<file path="src/common/rrsse_pkg.sv">
// constants and types for the return/rotate/sleep/subtract executor
package rrsse_pkg;

  // ==========================================================
  // widths
  localparam int INSTR_W = 14;
  localparam int PC_W    = 13;
  localparam int DATA_W  = 8;
  localparam int FADDR_W = 7;
  localparam int BUS_AW  = 8;

  // ==========================================================
  // opcode patterns and masks
  localparam logic [13:0] OP_LITRET_MASK = 14'h3c00;
  localparam logic [13:0] OP_LITRET_PAT  = 14'h3400;
  localparam logic [13:0] OP_RETURN      = 14'h0008;
  localparam logic [13:0] OP_FILE_MASK   = 14'h3f00;
  localparam logic [13:0] OP_ROTR_PAT    = 14'h0c00;
  localparam logic [13:0] OP_ROTL_PAT    = 14'h0d00;
  localparam logic [13:0] OP_FSUB_PAT    = 14'h0200;
  localparam logic [13:0] OP_SLEEP       = 14'h0063;
  localparam logic [13:0] OP_LITSUB_MASK = 14'h3e00;
  localparam logic [13:0] OP_LITSUB_PAT  = 14'h3c00;
  localparam int          DEST_BIT      = 7;

  // ==========================================================
  // register map (byte addresses)
  localparam logic [7:0] REG_ACC    = 8'h00;
  localparam logic [7:0] REG_STATUS = 8'h04;
  localparam logic [7:0] REG_EXEC   = 8'h08;

  // status field positions
  localparam int ST_C  = 0;
  localparam int ST_DC = 1;
  localparam int ST_Z  = 2;
  localparam int ST_PD = 3;
  localparam int ST_TO = 4;

  // exec field positions
  localparam int EX_READY = 0;
  localparam int EX_SLEEP = 1;

  // reset values
  localparam logic [7:0] ACC_RST = 8'h00;
  localparam logic       PD_RST  = 1'b1;
  localparam logic       TO_RST  = 1'b1;

  // ==========================================================
  // types
  typedef enum logic [1:0] {ST_IDLE, ST_FETCH, ST_DRAIN, ST_SLEEP}
    rrsse_state_t;
  typedef enum logic [1:0] {FOP_RR, FOP_RL, FOP_SUB} rrsse_fop_t;

endpackage

</file>
<file path="src/design/rrsse_exec.sv">
// executor for return, rotate, sleep and subtract opcodes
// Notes on behaviour
// - return-literal loads immediate into accumulator, flags kept
// - return-literal pops stack to PC, two cycles
// - return pops stack to PC, flags kept, two cycles
// - rotate right through carry, only carry changes
// - destination bit zero to accumulator, one to file
// - rotate left through carry, only carry changes
// - sleep clears power-down flag, sets timeout flag
// - sleep clears watchdog counter
// - after sleep core stops oscillator until wake
// - literal minus accumulator into accumulator, C DC Z
// - file minus accumulator, routed by destination, C DC Z
// - carry set means no borrow after subtract
module rrsse_exec
  import rrsse_pkg::*;
(
  // clock and reset
  input  wire logic                 clk_sys,
  input  wire logic                 rstn,
  // instruction in
  input  wire logic [INSTR_W-1:0]   instr,
  input  wire logic                 instr_valid,
  output logic                      instr_ready,
  // data register file
  output logic [FADDR_W-1:0]        file_addr,
  input  wire logic [DATA_W-1:0]    file_rdata,
  output logic [DATA_W-1:0]         file_wdata,
  output logic                      file_we,
  // return stack and program counter
  input  wire logic [PC_W-1:0]      stack_top,
  output logic                      stack_pop,
  output logic                      pc_load,
  output logic [PC_W-1:0]           pc_value,
  // power management
  output logic                      watchdog_counter_clear,
  output logic                      osc_stop,
  input  wire logic                 wake_pin,
  // flags and accumulator
  output logic [DATA_W-1:0]         acc,
  output logic                      carry_flag,
  output logic                      digit_carry_flag,
  output logic                      zero_flag,
  output logic                      power_down_flag,
  output logic                      timeout_flag,
  // register port
  input  wire logic [BUS_AW-1:0]    reg_addr,
  input  wire logic [31:0]          reg_wdata,
  input  wire logic                 reg_wr,
  input  wire logic                 reg_rd,
  output logic [31:0]               reg_rdata
);

  // ==========================================================
  // state
  typedef struct packed {
    rrsse_state_t         st;
    rrsse_fop_t           fop;
    logic                 fdest;
    logic [FADDR_W-1:0]   faddr;
    logic [DATA_W-1:0]    acc;
    logic                 c;
    logic                 dc;
    logic                 z;
    logic                 pd;
    logic                 to;
    logic [DATA_W-1:0]    fwdata;
    logic                 fwe;
    logic                 pop;
    logic                 pcld;
    logic [PC_W-1:0]      pcv;
    logic                 wdclr;
    logic                 sleep;
    logic                 ready;
    logic [31:0]          rdata;
    logic                 wake_s1;
    logic                 wake_s2;
  } rrsse_q_t;

  rrsse_q_t q_r;
  rrsse_q_t q_nxt;

  logic                 go;
  logic [DATA_W-1:0]    lit;
  logic [DATA_W-1:0]    sub_a;
  logic [DATA_W:0]      sub_sum;
  logic [4:0]           nib_sum;
  logic [DATA_W-1:0]    res;
  logic                 res_c;

  assign go  = q_r.ready && instr_valid;
  assign lit = instr[DATA_W-1:0];

  // ==========================================================
  // datapath
  always_comb
  begin
    // two's complement: a + ~w + 1, carry out is the no-borrow flag
    sub_a = (q_r.st == ST_FETCH) ? file_rdata : lit;
    sub_sum = {1'b0, sub_a} + {1'b0, ~q_r.acc} + 9'h001;
    nib_sum = {1'b0, sub_a[3:0]} + {1'b0, ~q_r.acc[3:0]} + 5'h01;
    case (q_r.fop)
      FOP_RR:
      begin
        res   = {q_r.c, file_rdata[DATA_W-1:1]};
        res_c = file_rdata[0];
      end
      FOP_RL:
      begin
        res   = {file_rdata[DATA_W-2:0], q_r.c};
        res_c = file_rdata[DATA_W-1];
      end
      default:
      begin
        res   = sub_sum[DATA_W-1:0];
        res_c = sub_sum[DATA_W];
      end
    endcase
  end

  // ==========================================================
  // control
  always_comb
  begin
    q_nxt       = q_r;
    q_nxt.fwe   = 1'b0;
    q_nxt.pop   = 1'b0;
    q_nxt.pcld  = 1'b0;
    q_nxt.wdclr = 1'b0;
    q_nxt.rdata = 32'h0000_0000;
    // wake input crosses in through two flops
    q_nxt.wake_s1 = wake_pin;
    q_nxt.wake_s2 = q_r.wake_s1;

    // software access first; execution below overrides it
    if (reg_wr)
    begin
      if (reg_addr == REG_ACC)
        q_nxt.acc = reg_wdata[DATA_W-1:0];
      else if (reg_addr == REG_STATUS)
      begin
        q_nxt.c  = reg_wdata[ST_C];
        q_nxt.dc = reg_wdata[ST_DC];
        q_nxt.z  = reg_wdata[ST_Z];
      end
    end
    if (reg_rd)
    begin
      case (reg_addr)
        REG_ACC:    q_nxt.rdata = {24'h00_0000, q_r.acc};
        REG_STATUS: q_nxt.rdata = {27'h000_0000, q_r.to, q_r.pd,
                                   q_r.z, q_r.dc, q_r.c};
        REG_EXEC:   q_nxt.rdata = {30'h0000_0000, q_r.sleep, q_r.ready};
        default:    q_nxt.rdata = 32'h0000_0000;
      endcase
    end

    case (q_r.st)
      ST_IDLE:
      begin
        if (go)
        begin
          if ((instr & OP_LITRET_MASK) == OP_LITRET_PAT)
          begin
            q_nxt.acc   = lit;
            q_nxt.pop   = 1'b1;
            q_nxt.pcld  = 1'b1;
            q_nxt.pcv   = stack_top;
            q_nxt.ready = 1'b0;
            q_nxt.st    = ST_DRAIN;
          end
          else if (instr == OP_RETURN)
          begin
            q_nxt.pop   = 1'b1;
            q_nxt.pcld  = 1'b1;
            q_nxt.pcv   = stack_top;
            q_nxt.ready = 1'b0;
            q_nxt.st    = ST_DRAIN;
          end
          else if ((instr & OP_LITSUB_MASK) == OP_LITSUB_PAT)
          begin
            q_nxt.acc = sub_sum[DATA_W-1:0];
            q_nxt.c   = sub_sum[DATA_W];
            q_nxt.dc  = nib_sum[4];
            q_nxt.z   = (sub_sum[DATA_W-1:0] == 8'h00);
          end
          else if (instr == OP_SLEEP)
          begin
            q_nxt.pd    = 1'b0;
            q_nxt.to    = 1'b1;
            q_nxt.wdclr = 1'b1;
            q_nxt.sleep = 1'b1;
            q_nxt.ready = 1'b0;
            q_nxt.st    = ST_SLEEP;
          end
          else if (((instr & OP_FILE_MASK) == OP_ROTR_PAT) ||
                   ((instr & OP_FILE_MASK) == OP_ROTL_PAT) ||
                   ((instr & OP_FILE_MASK) == OP_FSUB_PAT))
          begin
            q_nxt.faddr = instr[FADDR_W-1:0];
            q_nxt.fdest = instr[DEST_BIT];
            if ((instr & OP_FILE_MASK) == OP_ROTR_PAT)
              q_nxt.fop = FOP_RR;
            else if ((instr & OP_FILE_MASK) == OP_ROTL_PAT)
              q_nxt.fop = FOP_RL;
            else
              q_nxt.fop = FOP_SUB;
            q_nxt.ready = 1'b0;
            q_nxt.st    = ST_FETCH;
          end
        end
      end
      ST_FETCH:
      begin
        // operand is read in the same clock that the address goes out
        if (q_r.fdest)
        begin
          q_nxt.fwdata = res;
          q_nxt.fwe    = 1'b1;
        end
        else
          q_nxt.acc = res;
        q_nxt.c = res_c;
        if (q_r.fop == FOP_SUB)
        begin
          q_nxt.dc = nib_sum[4];
          q_nxt.z  = (res == 8'h00);
        end
        q_nxt.ready = 1'b1;
        q_nxt.st    = ST_IDLE;
      end
      ST_DRAIN:
      begin
        // second instruction cycle of a return
        q_nxt.ready = 1'b1;
        q_nxt.st    = ST_IDLE;
      end
      ST_SLEEP:
      begin
        // oscillator request held until the synchronised wake
        if (q_r.wake_s2)
        begin
          q_nxt.sleep = 1'b0;
          q_nxt.ready = 1'b1;
          q_nxt.st    = ST_IDLE;
        end
      end
      default:
      begin
        q_nxt.ready = 1'b1;
        q_nxt.st    = ST_IDLE;
      end
    endcase
  end

  always_ff @(posedge clk_sys or negedge rstn)
  begin
    if (!rstn)
    begin
      q_r       <= '0;
      q_r.st    <= ST_IDLE;
      q_r.fop   <= FOP_RR;
      q_r.acc   <= ACC_RST;
      q_r.pd    <= PD_RST;
      q_r.to    <= TO_RST;
      q_r.ready <= 1'b1;
    end
    else
      q_r <= q_nxt;
  end

  // ==========================================================
  // outputs
  assign instr_ready            = q_r.ready;
  assign file_addr              = q_r.faddr;
  assign file_wdata             = q_r.fwdata;
  assign file_we                = q_r.fwe;
  assign stack_pop              = q_r.pop;
  assign pc_load                = q_r.pcld;
  assign pc_value               = q_r.pcv;
  assign watchdog_counter_clear = q_r.wdclr;
  assign osc_stop               = q_r.sleep;
  assign acc                    = q_r.acc;
  assign carry_flag             = q_r.c;
  assign digit_carry_flag       = q_r.dc;
  assign zero_flag              = q_r.z;
  assign power_down_flag        = q_r.pd;
  assign timeout_flag           = q_r.to;
  assign reg_rdata              = q_r.rdata;

  // ==========================================================
  // checks
  logic dec_litret;
  logic dec_litsub;
  assign dec_litret = (instr & OP_LITRET_MASK) == OP_LITRET_PAT;
  assign dec_litsub = (instr & OP_LITSUB_MASK) == OP_LITSUB_PAT;
endmodule

</file>
<file path="config.mk">
export PLATFORM = sky130hd
export DESIGN_NAME = rrsse_exec
export DESIGN_NICKNAME = d
export VERILOG_FILES = /design/src/common/rrsse_pkg.sv /design/src/design/rrsse_exec.sv
export SDC_FILE = /design/constraint.sdc
export NUM_CORES = 1
export LEC_CHECK = 0
export ABC_AREA = 0
export BUFFER_PORTS_ARGS = -buffer_cell sky130_fd_sc_hd__buf_2
export CELL_PAD_IN_SITES_DETAIL_PLACEMENT = 1
export CELL_PAD_IN_SITES_GLOBAL_PLACEMENT = 1
export CORE_MARGIN = 4
export CORE_UTILIZATION = 29
export DETAILED_ROUTE_END_ITERATION = 10
export PLACE_DENSITY_LB_ADDON = 0.1
export SYNTH_ARGS = -nofsm -noshare
export SYNTH_HDL_FRONTEND = slang
export SYNTH_SLANG_ARGS = --single-unit
</file>
<file path="constraint.sdc">
create_clock -name clk_sys -period 4 [get_ports clk_sys]
set_clock_uncertainty 0.1 [all_clocks]
set_input_delay 0.2 -clock clk_sys [delete_from_list [all_inputs] [get_ports clk_sys]]
set_output_delay 0.2 -clock clk_sys [all_outputs]
set_load 0.02 [all_outputs]
</file>
==> results.rst, run 1 <==
.. list-table::
   :header-rows: 1

   * - Metric
     - Value
   * - Area growth syn-to-layout
     - 18.9%
   * - Crit path launch type
     - flop
   * - Largest net degree at the start of global routing
     - 39
   * - DR WL/cell
     - 17.0 um
   * - Antenna violations before repair
     - 0
   * - Hold buffer count at CTS
     - 15
   * - Cell internal power dissipation
     - 1130 uW
   * - Number of global-route vias before repair
     - 3,160
   * - Setup Slack @ Placement
     - 0.616 ns
   * - Leading cell type by number of instances after synthesis
     - sky130_fd_sc_hd__buf_4
   * - DRC violations left
     - 0
   * - Worst hold path startpoint
     - instr[8]
   * - Leakage dissipation
     - 0.00242 uW
   * - Count of cells resized by post-cts repair
     - 0
   * - Proportion of layout cells with a drive suffix above 1
     - 0.304
   * - Cell Area, Synth
     - 3900 um2
   * - Setup TNS
     - 0 ns
   * - Clk root buf
     - sky130_fd_sc_hd__clkbuf_16
   * - Post-DP HPWL
     - 9250 um
   * - Boundary Pins
     - 160
   * - Fraction of registers with async set or reset after synthesis
     - 1.00
   * - Total global routing overflow
     - 0
   * - Arrival time of data at the critical path endpoint
     - 3.45 ns
   * - Post-synth cell types
     - 65
   * - Type of the worst min-delay path
     - input port to flop
   * - Pins over their slew limit
     - 0
   * - Power dissipated by switching net loads
     - 415 uW
   * - Die Footprint
     - 15,400 um2
   * - Normalized max-slew margin
     - 0.545
   * - R2R Path Start
     - q_r[85]
   * - Starting density of the core
     - 0.296
   * - Final Hold Violating Endpoints
     - 0
   * - Prevailing post-synth register cell
     - sky130_fd_sc_hd__dfrtp_1
   * - Critical path launch point
     - q_r[85]
   * - Routed via count divided by cell count
     - 4.60
   * - Most instantiated cells after synthesis
     - sky130_fd_sc_hd__buf_4, sky130_fd_sc_hd__dfrtp_1, sky130_fd_sc_hd__nand2_1
   * - Sequential fraction of the synthesis area
     - 0.386
   * - Die W
     - 124 um
   * - Sequential power share
     - 0.404
   * - Multi-input combinational cell area
     - 1870 um2
   * - Core area
     - 13,200 um2
   * - Measured slew at the worst slew-check pin
     - 0.678 ns
   * - Routed Wire Length
     - 11,300 um
   * - Utilization after layout
     - 0.352
   * - Number of violations reported at the end of detailed-routing iteration 0
     - 105
   * - Largest voltage drop on the vdd net
     - 0.159 mV
   * - Clock share of power
     - 0.458
   * - Total of buffers placed on input and output ports
     - 110
   * - Row Count
     - 42
   * - Maximum clock insertion buffer count
     - 2
   * - Unrepaired setup endpoints after global routing
     - false
   * - TritonRoute pass-1 iters
     - 6
   * - Fillcell total
     - 1,515
   * - Required time worst endpoint
     - 4.11 ns
   * - Overall track demand over capacity in global routing
     - 0.151
   * - TritonCTS buffer count
     - 9
   * - Gp weighted congestion
     - 0.783
   * - Min cycle time layout
     - 3.33 ns
   * - Area leader, netlist
     - sky130_fd_sc_hd__dfrtp_1
   * - Max capacitance violation total
     - 0
   * - Worst skew pair latency
     - 0.33 ns
   * - Setup Buffers After CTS
     - 0
   * - Timing-limited maximum frequency
     - 300 MHz
   * - Period utilisation layout
     - 0.833
   * - H-tree Lvls
     - 3
   * - Synthesized instance count
     - 403
   * - Number of synthesized flops with an enable pin
     - 0
   * - Count of endpoints failing setup in the final report
     - 0
   * - Proportion of power drawn by combinational gates
     - 0.138
   * - Total clock sinks
     - 60
   * - Critical Path Fanout Max
     - 10
   * - Die Height
     - 124 um
   * - Switching Fraction
     - 0.269
   * - Flip-flop and latch count after synthesis
     - 60
   * - Yosys Warn Count
     - 0
   * - Type of element capturing the critical path
     - flop
   * - Vias
     - 3,062
   * - Wire length of the first global-routing pass
     - 17,400 um
   * - Area used by sequential logic in the layout
     - 1500 um2
   * - Cells taking the most area after synthesis
     - sky130_fd_sc_hd__dfrtp_1, sky130_fd_sc_hd__buf_4, sky130_fd_sc_hd__mux2_1, sky130_fd_sc_hd__mux2i_1, sky130_fd_sc_hd__nand2_1
   * - Result of the run
     - finished, final reports clean
   * - Count of nets after finishing
     - 575
   * - CTS tree
     - yes
   * - Antenna cell count
     - 0
   * - Count of antenna-violating nets left after detailed routing
     - 0
   * - Final Worst Setup Slack
     - 0.667 ns
   * - Reg clk slew, reported paths
     - 0.05 ns
   * - Power density cells
     - 333 nW/um2
   * - Worst Path Class, Setup
     - flop to flop
   * - Area share of the leading cell type in the synthesized netlist
     - 0.372
   * - Post-Synthesis Mean Instance Area
     - 9.68 um2
final timing paths:
check,end,cells past startpoint,slack (ns)
worst max-delay path,acc[5],10,0.67
worst min register to register,q_r[0],0,0.26
max in group asynchronous,instr_ready,3,2.64
min in group asynchronous,pc_load,2,0.27
worst min-delay path,q_r[82],2,0.04
worst max register to register,acc[5],10,0.67
routing by layer:
metal,track usage,wire [um],vias to the layer above
met5,0,0,-
met4,0.0520,170,0
met3,0.0295,599,12
met2,0.243,5310,87
met1,0.203,5230,1478
li1,-,-,1485
logic make-up (layout without fill, tap and decap cells):
family / after synthesis / count (layout) / synth area share
simple gates: 119 / 119 / 0.163
xor+xnor: 3 / 3 / 0.00674
mux: 47 / 47 / 0.130
compound gates: 71 / 71 / 0.124
fa+ha+maj: 9 / 9 / 0.0308
other cells: 2 / 25 / 0.00193
buf+inv: 92 / 156 / 0.158
flops: 60 / 60 / 0.386
worst max-delay path: stages (launching register included):
cell	delay [ns]
sky130_fd_sc_hd__dfrtp_1	0.49
sky130_fd_sc_hd__nand2b_1	0.40
sky130_fd_sc_hd__nand2_1	0.19
sky130_fd_sc_hd__nand2_1	0.08
sky130_fd_sc_hd__ha_1	0.33
sky130_fd_sc_hd__inv_1	0.14
sky130_fd_sc_hd__nor3_1	0.07
sky130_fd_sc_hd__a221o_1	0.25
sky130_fd_sc_hd__a211oi_1	0.58
sky130_fd_sc_hd__a21oi_1	0.23
sky130_fd_sc_hd__a211o_1	0.34
area by class of cell:
cell class                      count  share of cell area
Clock buffer                       10              0.0515
Clock inverter                      6             0.00863
Inverter                           12             0.00971
Multi-Input combinational cell    274               0.402
Sequential cell                    60               0.324
Tap cell                          176              0.0475
Timing Repair Buffer              128               0.156
registers in the layout, indices dropped and copies added (netlist names), 6 cells and up:
signal	flops
q_r	6
file_addr	7
reg_rdata	8
pc_value	13
acc	8
file_wdata	8
power groups by stage:
| stage | Sequential (uW) | Clock, uW | Combinational, uW |
|---|---|---|---|
| 3_3_place_gp | 634 | 0 | 202 |
| 6_report | 624 | 707 | 213 |
| 2_1_floorplan | 633 | 0 | 140 |
| 3_5_place_dp | 635 | 0 | 204 |
| 5_1_grt | 625 | 766 | 238 |
| 4_1_cts | 624 | 732 | 216 |
metrics by stage:
step                      instance area [um2]  power [uW]  std cells  hold slack (ns)
after floorplan                          3990         772        426           -0.196
after global placement                   4210         836        635            0.108
after detailed placement                 4210         839        635            0.105
after CTS                                4640        1570        666           0.0233
after global routing                     4640        1630        666           0.0551
final                                    4640        1540        666           0.0376
cell usage in the layout, fill, tap and decap left out, drive strengths merged, types with 8 or more instances in the layout:
| cell type | count |
|---|---|
| inv | 12 |
| buf | 113 |
| clkbuf | 10 |
| dfrtp | 58 |
| nor2b | 13 |
| conb | 25 |
| nor2 | 28 |
| mux2i | 18 |
| o21ai | 17 |
| mux2 | 29 |
| nand2 | 35 |
| ha | 8 |
| nor3 | 11 |
| dlygate4sd3 | 15 |
| a21oi | 18 |
(Power assumes the default switching activity.)
==> run 2, diff against run 1 <==
==> constraint.sdc (replaced) <==
create_clock -name clk_sys -period 3.2 [get_ports clk_sys]
set_clock_uncertainty 0.1 [all_clocks]
set_input_delay 0.16 -clock clk_sys [delete_from_list [all_inputs] [get_ports clk_sys]]
set_output_delay 0.16 -clock clk_sys [all_outputs]
set_load 0.02 [all_outputs]
==> results.rst, run 2 (same netlist as run 1, synthesis figures left out) <==
.. list-table::
   :header-rows: 1

   * - Metric
     - Value
   * - DR WL/cell
     - 17.1 um (+1.0%)
   * - Final Cell Area
     - 4750 um2 (+2.3%)
   * - Gp weighted congestion
     - 0.784 (+0.17%)
   * - Starting density of the core
     - 0.296 (unchanged)
   * - Post-DP HPWL
     - 9300 um (+0.54%)
   * - Required time worst endpoint
     - 3.32 ns (-0.79 ns)
   * - Overall track demand over capacity in global routing
     - 0.153 (+0.00219)
   * - Reg clk slew, reported paths
     - 0.05 ns (about the same)
   * - Most frequent cells in the layout
     - sky130_fd_sc_hd__buf_2, sky130_fd_sc_hd__dfrtp_1, sky130_fd_sc_hd__nand2_1, sky130_fd_sc_hd__nor2_1
   * - Die Height
     - 124 um (unchanged)
   * - Measured slew at the worst slew-check pin
     - 0.791 ns (+0.113 ns)
   * - Period utilisation layout
     - 0.938 (+0.104)
   * - Fillcell total
     - 1,505 (-0.66%)
   * - Count of endpoints failing setup in the final report
     - 0 (unchanged)
   * - Die Footprint
     - 15,400 um2 (unchanged)
   * - Count of antenna-violating nets left after detailed routing
     - 0 (unchanged)
   * - TritonRoute pass-1 iters
     - 4 (-2)
   * - Number of violations reported at the end of detailed-routing iteration 0
     - 90 (-14%)
   * - Setup Buffers After CTS
     - 0 (unchanged)
   * - Vias
     - 3,107 (+1.5%)
   * - Routed via count divided by cell count
     - 4.60 (about the same)
   * - Row Count
     - 42 (unchanged)
   * - Total global routing overflow
     - 0 (unchanged)
   * - Worst Path Class, Setup
     - flop to flop
   * - Normalized max-slew margin
     - 0.473 (-0.0724)
   * - Total clock sinks
     - 60 (unchanged)
   * - Post-Place Cell Area
     - 4270 um2 (+1.4%)
   * - Largest net degree at the start of global routing
     - 61 (+56%)
   * - Pins over their slew limit
     - 0 (unchanged)
   * - Antenna cell count
     - 0 (unchanged)
   * - Number of global-route vias before repair
     - 3,138 (-0.70%)
   * - Leakage dissipation
     - 0.00248 uW (+2.7%)
   * - Clk root buf
     - sky130_fd_sc_hd__clkbuf_16
   * - Max capacitance violation total
     - 0 (unchanged)
   * - Area growth syn-to-layout
     - 21.6%
   * - Number of flip-flops in the largest register
     - 13 (unchanged)
   * - Unrepaired setup endpoints after global routing
     - false
   * - Non-filler cells in the finished layout
     - 676 (+1.5%)
   * - Wire length of the first global-routing pass
     - 17,400 um (+0.20%)
   * - Timing-limited maximum frequency
     - 333 MHz (+11%)
   * - Proportion of layout cells with a drive suffix above 1
     - 0.314 (+0.00992)
   * - H-tree Lvls
     - 3 (unchanged)
   * - DRC violations left
     - 0 (unchanged)
   * - Placed Cells incl. Taps
     - 643 (+1.3%)
   * - CTS tree
     - yes
   * - Crit path launch type
     - flop
   * - Core area
     - 13,200 um2 (unchanged)
   * - Maximum clock insertion buffer count
     - 2 (unchanged)
   * - Die W
     - 124 um (unchanged)
   * - Critical Path Fanout Max
     - 8 (-2)
   * - Count of nets after finishing
     - 585 (+1.7%)
   * - Arrival time of data at the critical path endpoint
     - 3.12 ns (-0.33 ns)
   * - Routed Wire Length
     - 11,600 um (+2.5%)
   * - Power density cells
     - 429 nW/um2 (+29%)
   * - Min cycle time layout
     - 3.00 ns (-0.332 ns)
   * - Boundary Pins
     - 160 (unchanged)
   * - Type of the worst min-delay path
     - input port to flop
   * - Final Hold Violating Endpoints
     - 0 (unchanged)
   * - Most common cell after layout, fill and taps aside
     - sky130_fd_sc_hd__buf_2
   * - Largest voltage drop on the vdd net
     - 0.164 mV (+3.2%)
   * - Type of element capturing the critical path
     - flop
   * - Antenna violations before repair
     - 0 (unchanged)
   * - Utilization after layout
     - 0.360 (+0.00825)
   * - Total of buffers placed on input and output ports
     - 110 (unchanged)
   * - Result of the run
     - finished, final reports clean
   * - TritonCTS buffer count
     - 9 (unchanged)
   * - Worst skew pair latency
     - 0.33 ns (about the same)
   * - Setup TNS
     - 0 ns (unchanged)
run 2: cell types whose count changed in the layout (fill, tap and decap cells not counted):
cell / change
sky130_fd_sc_hd__dlygate4sd3_1: +2
sky130_fd_sc_hd__bufinv_16: +1
sky130_fd_sc_hd__clkinv_2: -1
sky130_fd_sc_hd__nand2b_1: -1
sky130_fd_sc_hd__clkbuf_8: +1
sky130_fd_sc_hd__clkbuf_1: +1
sky130_fd_sc_hd__buf_4: +8
sky130_fd_sc_hd__clkinvlp_4: -1
sky130_fd_sc_hd__clkinv_4: -1
sky130_fd_sc_hd__nand2b_2: +1
run 2: final timing paths:
check                             start       to  slack, ns  cells past startpoint
max                             q_r[85]   acc[6]       0.20                     10
min                        reg_wdata[3]   acc[3]       0.01                      3
max reg2reg                     q_r[85]   acc[6]       0.20                     10
min reg2reg                    q_nxt[0]   q_r[0]       0.28                      0
max in group asynchronous          rstn  q_r[82]       2.04                      3
min in group asynchronous          rstn  pc_load       0.43                      3
run 2: critical path, cell delays in order (launching register included):
cell and delay, ns:
sky130_fd_sc_hd__dfrtp_1 0.43, sky130_fd_sc_hd__nand2b_2 0.29, sky130_fd_sc_hd__mux2i_1 0.16, sky130_fd_sc_hd__ha_1 0.22, sky130_fd_sc_hd__fa_1 0.41, sky130_fd_sc_hd__nor2b_1 0.22, sky130_fd_sc_hd__o31a_1 0.21, sky130_fd_sc_hd__o221ai_1 0.17
sky130_fd_sc_hd__o311ai_2 0.17, sky130_fd_sc_hd__a21oi_1 0.17, sky130_fd_sc_hd__a211o_1 0.33
run 2: power by group:
part / internal, uW / switching (uW) / total (uW)
clock: 643 / 340 / 984
combinational: 106 / 169 / 275
sequential: 769 / 9.44 / 779
run 2: area by class of cell:
class | instances | area (um2) | area share
clock inverter | 4 | 48.8 | 0.0103
tap | 176 | 220 | 0.0464
timing repair buffer | 138 | 803 | 0.169
clock buffer | 12 | 256 | 0.0540
inverter | 12 | 45.0 | 0.00949
multi-input combinational | 274 | 1870 | 0.394
sequential | 60 | 1500 | 0.317
run 2: metal layers:
metal | global-route usage | share of wire | up-vias
li1 | - | - | 1504
met1 | 0.198 | 0.45 | 1495
met2 | 0.253 | 0.48 | 97
met3 | 0.0318 | 0.054 | 11
met4 | 0.0554 | 0.015 | 0
met5 | 0 | 0 | -
run 2: metrics by stage:
stage	setup WS (ns)	power [uW]	hold slack, ns
5_1_grt	0.00730	2130	0.0308
4_1_cts	0.121	2080	0.000360
2_1_floorplan	0.349	965	-0.236
3_3_place_gp	0.149	1050	0.174
3_5_place_dp	0.137	1050	0.169
6_report	0.199	2040	0.0101
run 2: what timing repair did:
action	CTS	global route
hold buffers	17	0
hold endpoints to repair	75	0
setup endpoints to repair	0	4
gates resized for setup	0	1
==> run 3, diff against run 2 <==
--- a/config.mk
+++ b/config.mk
@@ -13,6 +13,7 @@
 export CORE_UTILIZATION = 29
 export DETAILED_ROUTE_END_ITERATION = 10
 export PLACE_DENSITY_LB_ADDON = 0.1
+export SETUP_SLACK_MARGIN = 0.4
 export SYNTH_ARGS = -nofsm -noshare
 export SYNTH_HDL_FRONTEND = slang
 export SYNTH_SLANG_ARGS = --single-unit
==> results.rst, run 3 (same netlist as run 1, synthesis figures left out) <==
.. list-table::
   :header-rows: 1

   * - Metric
     - Value
   * - Worst skew pair latency
     - 0.33 ns (about the same)
   * - Clk root buf
     - sky130_fd_sc_hd__clkbuf_16
   * - Area used by sequential logic in the layout
     - 1500 um2 (unchanged)
   * - DR WL met2
     - 5830 um (+4.2%)
   * - Boundary Pins
     - 160 (unchanged)
   * - Reg clk slew, reported paths
     - 0.05 ns (about the same)
   * - DR WL/cell
     - 17.6 um (+2.4%)
   * - Sequential power share
     - 0.372 (-0.010)
   * - Timing-limited maximum frequency
     - 361 MHz (+8.2%)
   * - Core area
     - 13,200 um2 (unchanged)
   * - Clock share of power
     - 0.468 (-0.015)
   * - R2R Path Start
     - q_r[85]
   * - Proportion of layout cells with a drive suffix above 1
     - 0.395 (+0.0805)
   * - Count of antenna-violating nets left after detailed routing
     - 0 (unchanged)
   * - Worst Path Class, Setup
     - flop to flop
   * - Die Footprint
     - 15,400 um2 (unchanged)
   * - Length of routed wiring on met1
     - 5360 um (+3.2%)
   * - Fillcell total
     - 1,525 (+1.3%)
   * - Power density cells
     - 414 nW/um2 (-3.5%)
   * - H-tree Lvls
     - 3 (unchanged)
   * - Pins over their slew limit
     - 0 (unchanged)
   * - Critical path launch point
     - q_r[85]
   * - Worst hold path startpoint
     - reg_wdata[3]
   * - Leakage dissipation
     - 0.00258 uW (+3.9%)
   * - Critical Path Fanout Max
     - 7 (-1)
   * - TritonRoute pass-1 iters
     - 4 (unchanged)
   * - Length of routed met3 wiring
     - 723 um (+15%)
   * - Normalized max-slew margin
     - 0.469 (-0.00424)
   * - Number of violations reported at the end of detailed-routing iteration 0
     - 104 (+16%)
   * - Post-DP HPWL
     - 9390 um (+0.95%)
   * - Total of buffers placed on input and output ports
     - 110 (unchanged)
   * - Switching Fraction
     - 0.269 (+0.0146)
   * - Total clock sinks
     - 60 (unchanged)
   * - Overall track demand over capacity in global routing
     - 0.157 (+0.00405)
   * - Largest net degree at the start of global routing
     - 61 (unchanged)
   * - Unrepaired setup endpoints after global routing
     - true
   * - Wire length of the first global-routing pass
     - 17,900 um (+2.5%)
   * - Most common cell after layout, fill and taps aside
     - sky130_fd_sc_hd__buf_2
   * - Crit path launch type
     - flop
   * - Period utilisation layout
     - 0.867 (-0.0713)
   * - Die W
     - 124 um (unchanged)
   * - Count of endpoints failing setup in the final report
     - 0 (unchanged)
   * - Area growth syn-to-layout
     - 29.7%
   * - Antenna cell count
     - 0 (unchanged)
   * - CTS tree
     - yes
   * - Routed via count divided by cell count
     - 4.63 (+0.66%)
   * - Count of nets after finishing
     - 597 (+2.1%)
   * - Routed Wire Length
     - 12,100 um (+4.2%)
   * - Final Cell Area
     - 5060 um2 (+6.6%)
   * - Die Height
     - 124 um (unchanged)
   * - Power dissipated by switching net loads
     - 564 uW (+8.8%)
   * - Maximum clock insertion buffer count
     - 2 (unchanged)
   * - Total global routing overflow
     - 0 (unchanged)
   * - Setup TNS
     - 0 ns (unchanged)
   * - Type of element capturing the critical path
     - flop
   * - Arrival time of data at the critical path endpoint
     - 2.89 ns (-0.23 ns)
   * - Topmost layer with routed signal wires
     - met4
   * - Vias
     - 3,183 (+2.4%)
   * - TritonCTS buffer count
     - 9 (unchanged)
   * - Row Count
     - 42 (unchanged)
   * - Most frequent cells in the layout
     - sky130_fd_sc_hd__buf_2, sky130_fd_sc_hd__dfrtp_1, sky130_fd_sc_hd__nand2_1, sky130_fd_sc_hd__nor2_1
   * - Setup Slack @ Placement
     - 0.189 ns (+0.0524 ns)
   * - Gp weighted congestion
     - 0.777 (-0.85%)
   * - Max capacitance violation total
     - 0 (unchanged)
   * - Number of flip-flops in the largest register
     - 13 (unchanged)
   * - Post-Place Cell Area
     - 4270 um2 (unchanged)
   * - Proportion of power drawn by combinational gates
     - 0.160 (+0.025)
   * - Multi-input combinational cell area
     - 2090 um2 (+12%)
   * - Largest voltage drop on the vdd net
     - 0.253 mV (+54%)
   * - Cell internal power dissipation
     - 1530 uW (+0.87%)
   * - Type of the worst min-delay path
     - input port to flop
   * - Final Worst Setup Slack
     - 0.427 ns (+0.228 ns)
   * - Final Hold Violating Endpoints
     - 0 (unchanged)
   * - Result of the run
     - finished, final reports clean
   * - Antenna violations before repair
     - 0 (unchanged)
   * - Number of global-route vias before repair
     - 3,184 (+1.5%)
   * - Starting density of the core
     - 0.296 (unchanged)
   * - DRC violations left
     - 0 (unchanged)
   * - Measured slew at the worst slew-check pin
     - 0.797 ns (+0.00636 ns)
   * - Min cycle time layout
     - 2.77 ns (-0.228 ns)
   * - Required time worst endpoint
     - 3.32 ns (about the same)
-- run 3: cell types whose count changed in the layout (fill, tap and decap cells not counted), moves of 3 or more --
cell / change
sky130_fd_sc_hd__a21oi_1: -3
sky130_fd_sc_hd__a221oi_1: -3
sky130_fd_sc_hd__a221oi_2: +3
sky130_fd_sc_hd__buf_4: +10
sky130_fd_sc_hd__ha_1: -6
sky130_fd_sc_hd__ha_4: +4
sky130_fd_sc_hd__mux2_2: -3
sky130_fd_sc_hd__mux2_4: +3
sky130_fd_sc_hd__nand2_1: -5
sky130_fd_sc_hd__nand2_4: +3
sky130_fd_sc_hd__nor2b_1: -3
-- run 3: power by group through the flow --
stage | Sequential, uW | Clock [uW] | Combinational (uW)
2_1_floorplan | 791 | 0 | 174
3_3_place_gp | 792 | 0 | 259
3_5_place_dp | 792 | 0 | 265
4_1_cts | 779 | 1010 | 307
5_1_grt | 780 | 1050 | 369
6_report | 779 | 981 | 336
-- run 3: path summary, 6_finish.rpt --
kind,slack (ns),end,cells past startpoint
setup / recovery,0.43,file_wdata[6],10
setup reg to reg,0.43,file_wdata[6],10
hold reg to reg,0.26,q_r[0],0
hold / removal,0.03,acc[3],3
max in group asynchronous,2.04,file_addr[5],3
min in group asynchronous,0.44,pc_value[5],3
-- run 3: final cells by class --
cell class | count | area share
clock inverter | 6 | 0.0126
clock buffer | 10 | 0.0472
timing repair buffer | 150 | 0.178
sequential | 60 | 0.297
tap | 176 | 0.0435
inverter | 12 | 0.00890
multi-input combinational | 274 | 0.413
-- run 3: metrics by stage --
| step | total power [uW] | hold WS, ns | std cells | util |
|---|---|---|---|---|
| global route | 2200 | 0.0418 | 688 | 0.384 |
| detailed placement | 1060 | 0.179 | 643 | 0.324 |
| CTS | 2100 | 0.0221 | 679 | 0.367 |
| global placement | 1050 | 0.174 | 643 | 0.324 |
| floorplan | 965 | -0.236 | 426 | - |
| finish | 2100 | 0.0306 | 688 | 0.384 |
-- run 3: worst max-delay path, cell delays in order (launching register included) --
cell	delay, ns
sky130_fd_sc_hd__dfrtp_1	0.40
sky130_fd_sc_hd__nand2b_4	0.21
sky130_fd_sc_hd__mux2i_2	0.22
sky130_fd_sc_hd__ha_2	0.26
sky130_fd_sc_hd__fa_2	0.24
sky130_fd_sc_hd__nor2b_2	0.05
sky130_fd_sc_hd__o31a_1	0.27
sky130_fd_sc_hd__buf_4	0.15
sky130_fd_sc_hd__o311ai_4	0.35
sky130_fd_sc_hd__a21oi_2	0.12
sky130_fd_sc_hd__mux2_4	0.28
-- run 3: timing repair --
item | in CTS | in global routing
pin swaps | 3 | 17
gates resized for setup | 13 | 35
buffers inserted | 3 | 9
hold buffers | 17 | 0
setup endpoints to repair | 9 | 14
hold endpoints to repair | 75 | 0
-- run 3: per-layer routing --
layer | track usage | vias up
met4 | 0.0472 | 0
li1 | - | 1529
met1 | 0.204 | 1546
met3 | 0.0445 | 12
met2 | 0.255 | 96
met5 | 0 | -
